$ cat src/rtl/dac_pkg.sv
// constants, carriers and the register map of the two-channel converter control block
package dac_pkg;

  // ----------------------------------------------------------------
  // register byte addresses on the cpu memory bus
  // ----------------------------------------------------------------
  localparam logic [19:0] ADDR_PORT_ANALOG_DIGITAL_SELECT = 20'hF0076;
  localparam logic [19:0] ADDR_PERIPHERAL_CLOCK_ENABLE_ONE = 20'hF007A;
  localparam logic [19:0] ADDR_PORT_TWO_DIRECTION = 20'hFFF22;
  localparam logic [19:0] ADDR_PORT_TWO_DATA = 20'hFFF02;
  localparam logic [19:0] ADDR_CHANNEL0_OUTPUT_VALUE = 20'hFFF58;
  localparam logic [19:0] ADDR_CHANNEL1_OUTPUT_VALUE = 20'hFFF5A;
  localparam logic [19:0] ADDR_CONVERTER_MODE_CONTROL = 20'hFFF5C;

  // ----------------------------------------------------------------
  // field positions
  // ----------------------------------------------------------------
  localparam int CONVERTER_CLOCK_GATE_BIT = 7;
  localparam int CHANNEL0_ENABLE_BIT = 4;
  localparam int CHANNEL1_ENABLE_BIT = 5;
  localparam int CHANNEL0_MODE_BIT = 0;
  localparam int CHANNEL1_MODE_BIT = 1;
  localparam int CODE_WIDTH = 10;
  localparam int CHANNEL_COUNT = 2;
  localparam int FIRST_OUTPUT_PIN = 2;   // analog_out_zero on pin 2, one on pin 3
  localparam int CODE_FULL_SCALE = 1024; // output = ref * code / full scale

  // ----------------------------------------------------------------
  // reset values
  // ----------------------------------------------------------------
  localparam logic [7:0] RESET_PORT_ANALOG_DIGITAL_SELECT = 8'h00;
  localparam logic [7:0] RESET_PORT_TWO_DIRECTION = 8'hFF;
  localparam logic [7:0] RESET_PORT_TWO_DATA = 8'h00;
  localparam logic [1:0] RESET_CHANNEL_BITS = 2'h0;
  localparam logic [9:0] RESET_CHANNEL_VALUE = 10'h000;

  // ----------------------------------------------------------------
  // timing: settling interval of the ladder
  // ----------------------------------------------------------------
  localparam int CLOCK_PERIOD_NS = 20;
  localparam int SETTLE_TIME_NS = 3000;
  localparam int SETTLE_CYCLES = (SETTLE_TIME_NS + CLOCK_PERIOD_NS - 1) / CLOCK_PERIOD_NS;

  // ----------------------------------------------------------------
  // carriers
  // ----------------------------------------------------------------
  typedef struct packed {
    logic [19:0] addr;  // byte address
    logic wr;           // one-cycle write strobe
    logic rd;           // one-cycle read strobe
    logic [15:0] wdata; // byte registers use the low lane
  } dac_req_t;

  typedef struct packed {
    logic [7:0] out; // port data driven to the pins
    logic [7:0] oe;  // high while the digital buffer drives
  } dac_pins_t;

endpackage

$ cat src/rtl/dac_channel.sv
// one converter channel: start decision, settling count and held output code
`timescale 1ns/1ns
module dac_channel
  import dac_pkg::*;
#(
  parameter int SETTLE = SETTLE_CYCLES
) (
  input wire logic clk,
  input wire logic reset,
  input wire logic clear,
  input wire logic enable,
  input wire logic rt_mode,
  input wire logic value_write,
  input wire logic trigger,
  input wire logic [9:0] value,
  output logic [9:0] code,
  output logic busy,
  output logic settled
);

  localparam int CW = $clog2(SETTLE + 1);
  localparam logic [CW-1:0] SETTLE_LOAD = CW'(SETTLE);

  // ----------------------------------------------------------------
  // state
  // ----------------------------------------------------------------
  typedef struct packed {
    logic was_enabled; // enable seen last cycle, for the rising edge
    logic [CW-1:0] count;
    logic [9:0] code;
    logic busy;
    logic settled;
  } dac_chan_state_t;

  dac_chan_state_t st;
  dac_chan_state_t next_st;

  // ----------------------------------------------------------------
  // next state
  // ----------------------------------------------------------------
  always_comb begin
    logic start;
    start = 1'b0;
    next_st = st;
    next_st.was_enabled = enable;
    // enabling also starts, so a 1-0-1 sequence waits after the last 1
    if (enable && !st.was_enabled) begin
      start = 1'b1;
    end else if (enable && !rt_mode && value_write) begin
      start = 1'b1;
    end else if (enable && rt_mode && trigger) begin
      start = 1'b1;
    end
    if (clear || !enable) begin
      // stopping keeps the last code held on the ladder
      next_st.busy = 1'b0;
      next_st.settled = 1'b0;
      next_st.count = '0;
      if (clear) begin
        next_st.code = RESET_CHANNEL_VALUE;
      end
    end else if (start) begin
      // a new start aborts any settling in progress
      next_st.code = value;
      next_st.count = SETTLE_LOAD;
      next_st.busy = 1'b1;
      next_st.settled = 1'b0;
    end else if (st.busy) begin
      if (st.count == CW'(1)) begin
        next_st.busy = 1'b0;
        next_st.settled = 1'b1;
      end
      next_st.count = st.count - CW'(1);
    end
  end

  // ----------------------------------------------------------------
  // registers
  // ----------------------------------------------------------------
  always_ff @(posedge clk or posedge reset) begin
    if (reset) begin
      st <= '0;
    end else begin
      st <= next_st;
    end
  end

  assign code = st.code;
  assign busy = st.busy;
  assign settled = st.settled;

endmodule

$ cat src/rtl/dac_control.sv
// register file, clock gate and shared pin control of the two-channel converter
`timescale 1ns/1ns
module dac_control
  import dac_pkg::*;
#(
  parameter int SETTLE = SETTLE_CYCLES
) (
  input wire logic clk,
  input wire logic reset,
  input wire dac_req_t cpu_req,
  output logic [15:0] cpu_rdata,
  input wire logic [7:0] pin_in,
  output dac_pins_t pins,
  input wire logic [7:0] adc_channel_select,
  input wire logic [1:0] rt_trigger,
  output logic [1:0] analog_drive,
  output logic [7:0] analog_input_pin,
  output logic [1:0] setting_conflict,
  output logic [19:0] channel_code,
  output logic [1:0] channel_busy,
  output logic [1:0] channel_settled
);

  // ----------------------------------------------------------------
  // state of the register file and pin control
  // ----------------------------------------------------------------
  // everything the bus can see or the pins show lives here, so one
  // always_ff registers it and every output comes straight from a flop;
  // the cost is a cycle of latency on adc_channel_select changes; register writes reach the pins on the edge that stores them
  typedef struct packed {
    logic gate;                           // converter clock gate
    logic [7:0] adsel;                    // analog/digital pin select
    logic [7:0] dir;                      // port two direction
    logic [7:0] data;                     // port two output latch
    logic [1:0] enable;                   // channel conversion enable
    logic [1:0] mode;                     // channel mode select
    logic [CHANNEL_COUNT-1:0][9:0] value; // channel output values
    logic [1:0] value_write;              // one-cycle write pulses
    logic [15:0] rdata;
    dac_pins_t pins;
    logic [1:0] drive;
    logic [7:0] ana_in;
    logic [1:0] conflict;
  } dac_state_t;

  dac_state_t st;
  dac_state_t next_st;

  // channel results, returned by the generated channels below
  logic [1:0] code_busy;
  logic [1:0] code_settled;
  logic [CHANNEL_COUNT-1:0][9:0] code;

  // ----------------------------------------------------------------
  // bus access, gating and pin matrix
  // ----------------------------------------------------------------
  // one process computes the whole next state; outputs follow an edge later
  always_comb begin
    logic [7:0] chan_mask;
    logic [7:0] port_read;
    chan_mask = 8'h00;
    port_read = 8'h00;
    // defaults: hold every register, no pulses, read data back to zero
    next_st = st;
    next_st.value_write = 2'h0;
    next_st.rdata = 16'h0000;

    // writes; converter registers only while the gate is on
    // port select, direction and data stay writable with the gate off,
    // so the pins can be parked before the converter is powered
    if (cpu_req.wr) begin
      unique case (cpu_req.addr)
        ADDR_PORT_ANALOG_DIGITAL_SELECT: next_st.adsel = cpu_req.wdata[7:0];
        ADDR_PERIPHERAL_CLOCK_ENABLE_ONE: begin
          // only the gate bit is stored; low bits read back zero
          next_st.gate = cpu_req.wdata[CONVERTER_CLOCK_GATE_BIT];
        end
        ADDR_PORT_TWO_DIRECTION: next_st.dir = cpu_req.wdata[7:0];
        ADDR_PORT_TWO_DATA: next_st.data = cpu_req.wdata[7:0];
        ADDR_CONVERTER_MODE_CONTROL: begin
          if (st.gate) begin
            next_st.enable = {cpu_req.wdata[CHANNEL1_ENABLE_BIT],
                              cpu_req.wdata[CHANNEL0_ENABLE_BIT]};
            next_st.mode = {cpu_req.wdata[CHANNEL1_MODE_BIT],
                            cpu_req.wdata[CHANNEL0_MODE_BIT]};
          end
        end
        ADDR_CHANNEL0_OUTPUT_VALUE: begin
          if (st.gate) begin
            next_st.value[0] = cpu_req.wdata[CODE_WIDTH-1:0];
            next_st.value_write[0] = 1'b1;
          end
        end
        ADDR_CHANNEL1_OUTPUT_VALUE: begin
          if (st.gate) begin
            next_st.value[1] = cpu_req.wdata[CODE_WIDTH-1:0];
            next_st.value_write[1] = 1'b1;
          end
        end
        default: ; // unmapped writes are dropped
      endcase
    end

    // gate off holds every converter register at reset
    // testing the next gate value clears them on the edge that stores
    // the gate, so reads give defaults from the very next cycle
    if (!next_st.gate) begin
      next_st.enable = RESET_CHANNEL_BITS;
      next_st.mode = RESET_CHANNEL_BITS;
      next_st.value = {CHANNEL_COUNT{RESET_CHANNEL_VALUE}};
      next_st.value_write = 2'h0;
    end

    // port read: analog input reads zero, analog output reads latch
    // pin_in is taken as already synchronous; there is no synchroniser,
    // so a pin from outside the clock domain must be retimed upstream
    for (int n = 0; n < 8; n++) begin
      if (!st.adsel[n] && st.dir[n]) begin
        port_read[n] = 1'b0;
      end else if (st.dir[n]) begin
        port_read[n] = pin_in[n];
      end else begin
        port_read[n] = st.data[n];
      end
    end

    // reads; registered, answered on the next edge
    // the read sees the registers before this edge, so a write and a read
    // of one register in the same cycle returns the old contents
    if (cpu_req.rd) begin
      unique case (cpu_req.addr)
        ADDR_PORT_ANALOG_DIGITAL_SELECT: next_st.rdata = {8'h00, st.adsel};
        ADDR_PERIPHERAL_CLOCK_ENABLE_ONE: next_st.rdata = {8'h00, st.gate, 7'h00};
        ADDR_PORT_TWO_DIRECTION: next_st.rdata = {8'h00, st.dir};
        ADDR_PORT_TWO_DATA: next_st.rdata = {8'h00, port_read};
        ADDR_CONVERTER_MODE_CONTROL: begin
          // cleared while gated off, so reads give defaults there too
          next_st.rdata = {8'h00, 2'h0, st.enable, 2'h0, st.mode};
        end
        ADDR_CHANNEL0_OUTPUT_VALUE: next_st.rdata = {6'h00, st.value[0]};
        ADDR_CHANNEL1_OUTPUT_VALUE: next_st.rdata = {6'h00, st.value[1]};
        default: next_st.rdata = 16'h0000; // unmapped reads zero
      endcase
    end

    // pin matrix, built from the settled register values
    // only the two shared pins carry a channel output
    for (int i = 0; i < CHANNEL_COUNT; i++) begin
      chan_mask[FIRST_OUTPUT_PIN + i] = next_st.enable[i];
    end
    for (int n = 0; n < 8; n++) begin
      // digital buffer only on digital pins in output direction
      next_st.pins.oe[n] = next_st.adsel[n] & ~next_st.dir[n];
      // a stopped analog pin in input direction is an analog input
      next_st.ana_in[n] = ~next_st.adsel[n] & next_st.dir[n] & ~chan_mask[n];
    end
    next_st.pins.out = next_st.data;
    for (int i = 0; i < CHANNEL_COUNT; i++) begin
      // drive only when the adc is not looking at this pin
      next_st.drive[i] = ~next_st.adsel[FIRST_OUTPUT_PIN + i]
                         & next_st.dir[FIRST_OUTPUT_PIN + i] & next_st.enable[i]
                         & ~adc_channel_select[FIRST_OUTPUT_PIN + i];
      // flagged, not corrected: software owns these combinations
      next_st.conflict[i] = ~next_st.adsel[FIRST_OUTPUT_PIN + i]
                            & (~next_st.dir[FIRST_OUTPUT_PIN + i]
                               | (next_st.enable[i]
                                  & adc_channel_select[FIRST_OUTPUT_PIN + i]));
    end
  end

  // ----------------------------------------------------------------
  // registers
  // ----------------------------------------------------------------
  always_ff @(posedge clk or posedge reset) begin
    if (reset) begin
      // blanket clear first; the port registers take their own reset values
      // below, and only the direction register and analog input flags are not zero
      st <= '0;
      st.adsel <= RESET_PORT_ANALOG_DIGITAL_SELECT;
      st.dir <= RESET_PORT_TWO_DIRECTION;
      st.data <= RESET_PORT_TWO_DATA;
      st.ana_in <= ~RESET_PORT_ANALOG_DIGITAL_SELECT;
    end else begin
      st <= next_st;
    end
  end

  // ----------------------------------------------------------------
  // channels
  // ----------------------------------------------------------------
  // the channels see the gate one cycle late, through st.gate; that is
  // the held reset, and it also drops any code left on the ladder,
  // so a channel never resumes with a stale value after power-up
  generate
    for (genvar g = 0; g < CHANNEL_COUNT; g++) begin : g_chan
      dac_channel #(
        .SETTLE(SETTLE)
      ) u_chan (
        .clk(clk),
        .reset(reset),
        .clear(~st.gate),
        .enable(st.enable[g]),
        .rt_mode(st.mode[g]),
        .value_write(st.value_write[g]),
        .trigger(rt_trigger[g]),
        .value(st.value[g]),
        .code(code[g]),
        .busy(code_busy[g]),
        .settled(code_settled[g])
      );
    end
  endgenerate

  // ----------------------------------------------------------------
  // outputs, all from flip-flops
  // ----------------------------------------------------------------
  assign cpu_rdata = st.rdata;
  assign pins = st.pins;
  assign analog_drive = st.drive;
  assign analog_input_pin = st.ana_in;
  assign setting_conflict = st.conflict;
  // channel 1 sits in the upper ten bits of the code bus
  assign channel_code = {code[1], code[0]};
  assign channel_busy = code_busy;
  assign channel_settled = code_settled;

endmodule

$ cat config.mk
export PLATFORM = sky130hd
export DESIGN_NAME = dac_control
export DESIGN_NICKNAME = d
export VERILOG_FILES = /design/src/rtl/dac_pkg.sv /design/src/rtl/dac_channel.sv /design/src/rtl/dac_control.sv
export SDC_FILE = /design/constraint.sdc
export NUM_CORES = 1
export LEC_CHECK = 0
export ABC_CLOCK_PERIOD_IN_PS = 5150
export CAP_MARGIN = 20
export CELL_PAD_IN_SITES_DETAIL_PLACEMENT = 1
export CELL_PAD_IN_SITES_GLOBAL_PLACEMENT = 1
export CORE_ASPECT_RATIO = 0.75
export CORE_UTILIZATION = 28
export CTS_CLUSTER_DIAMETER = 120
export DETAILED_ROUTE_END_ITERATION = 10
export DONT_BUFFER_PORTS = 1
export GPL_TIMING_DRIVEN = 0
export HOLD_SLACK_MARGIN = 0.12
export MAX_ROUTING_LAYER = met4
export PLACE_DENSITY = 0.55
export RECOVER_POWER = 25
export SLEW_MARGIN = 20
export SYNTH_ARGS = -nofsm -noshare
export SYNTH_HDL_FRONTEND = slang
export SYNTH_HIERARCHICAL = 1
export SYNTH_SLANG_ARGS = --single-unit
export TNS_END_PERCENT = 5
$ cat constraint.sdc
create_clock -name clk -period 5.15 [get_ports clk]
set_clock_uncertainty 0.2 [all_clocks]
set_input_delay 1.03 -clock clk [delete_from_list [all_inputs] [get_ports clk]]
set_output_delay 1.03 -clock clk [all_outputs]
set_load 0.01 [all_outputs]
Word level (Yosys, flattened, before mapping)
Cells that the tools add are included.
{"block": "classes", "add_sub_neg": 2, "n_bitwise": 49, "n_eq_ne": 16, "n_reduce_logical": 48, "mux": 53}
{"op": "20-bit equality test, second input constant", "count": 7}
{"op": "10-bit 2-to-1 mux", "count": 7}
{"op": "10-bit case mux with 7 select lines", "count": 1}
{"op": "8-bit 2-to-1 mux", "count": 7}
{"op": "51-bit 2-to-1 mux", "count": 1}
{"op": "20-bit 2-to-1 mux", "count": 2}
{"op": "1-bit bitwise AND", "count": 26}
{"op": "1-bit 2-to-1 mux", "count": 26}
{"op": "26-bit 2-to-1 mux", "count": 1}
{"op": "1-bit NOT", "count": 21}
{"op": "1-bit logical AND", "count": 18}
{"op": "8-bit by 1-bit equality test with 1-bit output, second input constant", "count": 2}
{"op": "8-bit by 1-bit subtractor with 8-bit output, second input constant", "count": 2}
{"op": "1-bit logical NOT", "count": 14}
{"op": "2-bit 2-to-1 mux", "count": 6}
{"op": "3-bit nonzero test", "count": 4}
{"op": "2-bit AND reduction", "count": 5}
{"op": "3-bit AND reduction", "count": 3}
{"op": "4-bit 2-to-1 mux", "count": 2}
{"op": "2-bit != test, second input constant", "count": 4}
{"op": "2-bit by 1-bit != test with 1-bit output, second input constant", "count": 3}
{"op": "2-bit nonzero test", "count": 2}
{"op": "1-bit logical OR", "count": 2}
{"op": "1-bit OR", "count": 2}
{"block": "word_totals", "reg_bits": 129, "output_inout_bits": 68, "wordCells": 192, "input_bits": 58}

Longest topological paths before layout
{"block": "logic_depth", "word_depth": 7, "mapped_depth": 7, "mapped_depth_nobuf": 6}

Modules after synthesis
Netlist, hierarchy kept.
{"module": "dac_control", "area_each_um2": 4103.9, "cells_per_inst": 386, "n_inst": 1, "seq_area_each_um2": 2047.0}
{"module": "dac_channel", "area_each_um2": 1128.6, "cells_per_inst": 107, "n_inst": 2, "seq_area_each_um2": 525.5}

Worst setup path before layout
Ideal clock, no wire load.
{"block": "synth_path", "kind": "input to register", "from": "input port cpu_req[28] (netlist bit)", "to": "register st[66] (netlist bit)", "t_arrival_ps": 2656, "setup_time_ps": 120, "n_path_buf": 1, "stages": 6, "required_ps": 4830, "slack_ps": 2174, "cell_sequence": "or4_4 > or4_4 > buf_6 > o21ai_4 > nand2_2 > a41o_1"}
{"element": "start: declaration", "line": "dac_control.sv:10", "rtl": "input wire dac_req_t cpu_req,"}
{"element": "end signal: assignment", "line": "dac_control.sv:184", "rtl": "st <= next_st;"}
{"element": "end: declaration", "line": "dac_control.sv:46", "rtl": "dac_state_t st;"}

Worst setup path after layout
{"block": "layout_path", "from": "input port cpu_req[32] (netlist bit)", "to": "register st[48] (netlist bit)"}
{"block": "layout_via", "elab_chain_cells": 5, "elab_cells_between_ends": 9, "cone_classes": "eq/ne (5); mux (3); reduce/logical (1)"}
{"element": "20-bit equality test", "line": "dac_control.sv:72", "rtl": "unique case (cpu_req.addr)"}
{"element": "1-bit 2-to-1 mux", "line": "dac_control.sv:72"}
{"element": "51-bit 2-to-1 mux", "line": "dac_control.sv:71", "rtl": "if (cpu_req.wr) begin"}
{"element": "2-bit by 1-bit != test with 1-bit output (no source line) or 2-bit != test (tied branches)"}
{"element": "3-bit AND reduction (no source line)"}
Parallel ways exist; a longest one is shown, timed or not. The select of a mux whose other input is x is not followed.
A chain may end at the register's enable or synchronous reset.

==> parameters.txt <==
Parameter                              Value

GRT
  Overall global routing resource usage ... 0.172
  Antenna violations before repair ... 0
  Met2 track demand over resource in global routing ... 0.243
  Most crowded layer after global routing ... met2
  Met3 layer usage reported by global route ... 0.0477
  Wire length of the first global-routing pass ... a little under 30000 um
  Met1 usage in global routing ... 0.241
  Pin count of the biggest net entering global routing ... 60
  Via count of the first global-routing pass ... 4958
  Remaining global-route overflow ... 0

Final layout
  Most common cell after layout, fill and taps aside ... sky130_fd_sc_hd__dfrtp_1
  Fillers ... between 2000 and 2500
  Proportion of layout cells with a drive suffix above 1 ... 0.276
  # diodes ... 0
  Multi-input logic area ... about 2600 um2
  Number of nets in the layout ... between 600 and 700
  Syn-to-layout area delta ... 15.6%
  Sequential cell area ... ~3100 um2
  Commonest non-fill, non-tap cells in the layout ... 107 x sky130_fd_sc_hd__dfrtp_1, 64 x sky130_fd_sc_hd__buf_4, 58 x sky130_fd_sc_hd__nand2_1, 46 x sky130_fd_sc_hd__nand2b_1, 31 x sky130_fd_sc_hd__a21oi_1
  Final Instance Area ... 7360 um2
  Final Util ... 0.332

Clocking
  Root Buffer ... sky130_fd_sc_hd__clkbuf_16
  Quantity of hold-fixing buffers added after cts ... 0
  CTS sink cnt ... ~120
  TritonCTS clock tree ... done
  Maximum level of the CTS H-tree ... 4
  Clock buffer depth ... 2
  Clock slew seen by the registers of the worst setup and hold paths ... around 60 ps
  Latest clock arrival within the worst-skew pair ... just over 400 ps
  Num CTS Buffers ... 17
  Number of resized instances in the post-cts repair step ... 0
  Setup Fix Bufs, Post-CTS ... 0

Route
  Wire length reported by the detailed router ... 18600 um
  Number of optimization iterations in the first detailed-route pass ... 5
  Average routed wire per standard cell ... ~20 um
  Number of DRC markers after the initial detailed-route iteration ... approximately 220
  Post-route DRC violation count ... 0
  Vias after detailed routing ... about 4600
  Antenna viol nets, final ... 0
  Via-per-instance ratio ... roughly 5

STA
  Actual slew at the worst max-slew pin ... approximately 1200 ps
  Final-report hold violation count ... 0
  Post-layout minimum cycle time ... 3150 ps
  Fin Setup TNS ... 0 ps
  Final-report max-slew violation count ... 0
  Period utilization ... 0.613
  Unrepaired setup endpoints after global routing ... false
  Worst relative slew slack ... 0.227
  Max Clk Rate ... about 320 MHz
  Number of endpoints failing setup at the final stage ... 0

Logic synthesis
  Proportion of synthesized flip-flops having asynchronous set or reset ... 1.00
  Mean post-synth cell area ... around 11 um2
  XOR/XNOR Fraction of Synth Area ... 0.00688
  Dominant register cell in the synthesized netlist ... sky130_fd_sc_hd__dfrtp_1
  Netlist Area Pre-Place ... roughly 6400 um2
  Number of flops mapped to enable cells by yosys ... 0
  Area fraction in compound gates after synthesis ... 0.120
  Dominant combinational cell family by area after synthesis ... simple AND/OR/NAND/NOR gates
  Post-synthesis mux area share ... 0.0767
  Number of register bits inferred by synthesis ... 123
  Count of different cell masters after synthesis ... 69
  Yosys warnings ... 6
  Area share of fa/ha/maj cells after synthesis ... 0.00787
  Post-Synth Simple-Gate Area ... 0.201
  Number of instances in the synthesized netlist ... 600
  Sequential cell area fraction in the yosys report ... 0.487

Floorplanning
  Die Span Y ... 133 um
  Starting utilization of the core area ... 0.287
  I/O pin total ... ~130
  Die area ... roughly 23000 um2
  Die outline width ... approximately 180 um
  Number of rows created at floorplan ... 47
  Std-Cell Core Area ... between 20000 and 25000 um2

Pwr
  Sequential share of power ... 0.442
  Internal power ... around 1.7 mW
  Portion of total power attributed to the clock network ... 0.536
  Worst supply voltage drop on vdd ... between 200 and 250 uV
  Part of the power in combinational logic ... 0.022
  Leak pwr ... between 3 and 4 nW
  Net switching share of the total power ... 0.241
  Pwr Density ... approximately 300 nW/um2
  Reported net switching power ... approximately 0.53 mW

Status
  Outcome ... complete, no violations

Critical path
  Critical path type ... in2reg
  Dominant delay contributor by cell family on the critical path ... simple AND/OR/NAND/NOR gates
  Crit path buf inv count ... 2
  CP most frequent cell ... sky130_fd_sc_hd__clkbuf_1
  Maximum fanout along the worst path ... 10
  Critical path capture point type ... register
  Critical Path Slowest Stage Cell ... sky130_fd_sc_hd__nor4_1
  Kind of start point of the critical path ... input pin
  Data required time of the critical path ... 5270 ps
  CP Data Arrival Time ... 3280 ps
  Largest stage delay on the critical path ... around 710 ps
  Worst-path cell chain ... nand4_1 -> or3_1 -> clkbuf_1 -> nor4_1 -> clkbuf_1 -> nand2_1 -> o21ai_0

Placement
  Detailed Place HPWL ... around 14000 um
  Cell Area, Placed ... approximately 6800 um2
  Routability Congestion ... 0.850
  Count of buffers from port buffering ... 0

Flow run
  Max-capacitance violation count ... 0

Min path
  Worst min-delay path category ... reg2reg
## worst paths after layout
path | from | to | slack (ps) | cells after the start
max | cpu_req[32] | st[48]$_DFFE_PP0P_ | 2000 | 7
min | st[68]$_DFF_PP0_ | g_chan[0].u_chan/st[20]$_DFF_PP0_ | 330 | 0
max reg2reg | st[94]$_DFF_PP0_ | analog_input_pin[2]$_DFF_PP1_ | 2740 | 5
min reg2reg | st[68]$_DFF_PP0_ | g_chan[0].u_chan/st[20]$_DFF_PP0_ | 330 | 0
max in group asynchronous | reset | analog_input_pin[5]$_DFF_PP1_ | 3390 | 2
min in group asynchronous | reset | g_chan[0].u_chan/code[1]$_DFFE_PP0P_ | 470 | 1
## Yosys cell counts, drive strengths merged (3+ instances only)
cell type    n  share of area
a21boi       4         0.0047
a21oi       32          0.026
a222oi       8          0.013
a22oi        6         0.0071
a31oi       15          0.015
a41o         3         0.0047
and2         5         0.0049
and4         4         0.0057
buf         73          0.086
clkbuf      10         0.0059
dfrtp      107           0.42
dfstp       16          0.066
ha           4         0.0079
inv         13         0.0077
mux2        22          0.039
mux2i       24          0.038
nand2       59          0.035
nand2b      46          0.045
nand4        8         0.0098
nand4b       3         0.0041
nor2        11         0.0069
nor2b       13          0.014
nor3         8         0.0096
nor3b        3         0.0035
nor4        12          0.016
o21a         3         0.0039
o21ai       31          0.026
o31ai        5         0.0067
or3         11          0.012
or3b         3         0.0041
or4         10          0.015
xnor2        3         0.0041
## state kept, by name (all words and copies together), names as in the netlist
signal	flops
analog_input_pin	8
analog_drive	2
cpu_rdata	10
g_chan.u_chan/code	20
g_chan.u_chan/st	18
g_chan.u_chan/busy	2
setting_conflict	2
pins	16
st	43
g_chan.u_chan/settled	2
## logic make-up (layout without fill, tap and decap cells)
family / Yosys count / count (layout)
XOR/XNOR: 5 / 5
other: 1 / 6
flip-flops: 123 / 123
AO/OA/AOI/OAI: 117 / 117
adder cells (fa/ha/maj): 4 / 4
buffers and inverters: 97 / 130
AND/OR/NAND/NOR: 207 / 207
multiplexers: 46 / 46
## worst register-to-register path: stages (launching register included)
cell                       delay, ps
sky130_fd_sc_hd__dfrtp_1         510
sky130_fd_sc_hd__nand2_1         260
sky130_fd_sc_hd__nor4_1          620
sky130_fd_sc_hd__a21boi_0        240
sky130_fd_sc_hd__o22a_1          270
sky130_fd_sc_hd__nor3_1          230
## final cells by class
cell class / instances / area share
multi-input combinational: 385 / 0.360
inverter: 14 / 0.00731
tap: 294 / 0.0500
clock buffer: 17 / 0.0578
sequential: 123 / 0.421
timing repair buffer: 1 / 0.00374
clock inverter: 15 / 0.0209
buffer: 83 / 0.0791
## through the flow
step | std cells | total power, mW | hold slack, ps | setup WS, ps
after global placement | 899 | 1.03 | 324 | 953
final | 932 | 2.19 | 334 | 2000
after CTS | 932 | 2.22 | 253 | 2050
after floorplan | 605 | 1.02 | 222 | 1870
after detailed placement | 900 | 1.03 | 331 | 1610
after global routing | 932 | 2.27 | 342 | 1860
## power by group through the flow
stage	combinational, mW	sequential [mW]	clock [mW]
final	0.0473	0.967	1.17
after floorplan	0.0350	0.984	0
after CTS	0.0491	0.967	1.21
after detailed placement	0.0489	0.984	0
after global placement	0.0446	0.984	0
after global routing	0.0538	0.966	1.25
## metal layers
metal,part of all wire,up-vias
li1,-,2143
met1,0.50,2352
met2,0.44,107
met3,0.049,16
met4,0.010,0
met5,0,-
(Power assumes the default switching activity.)
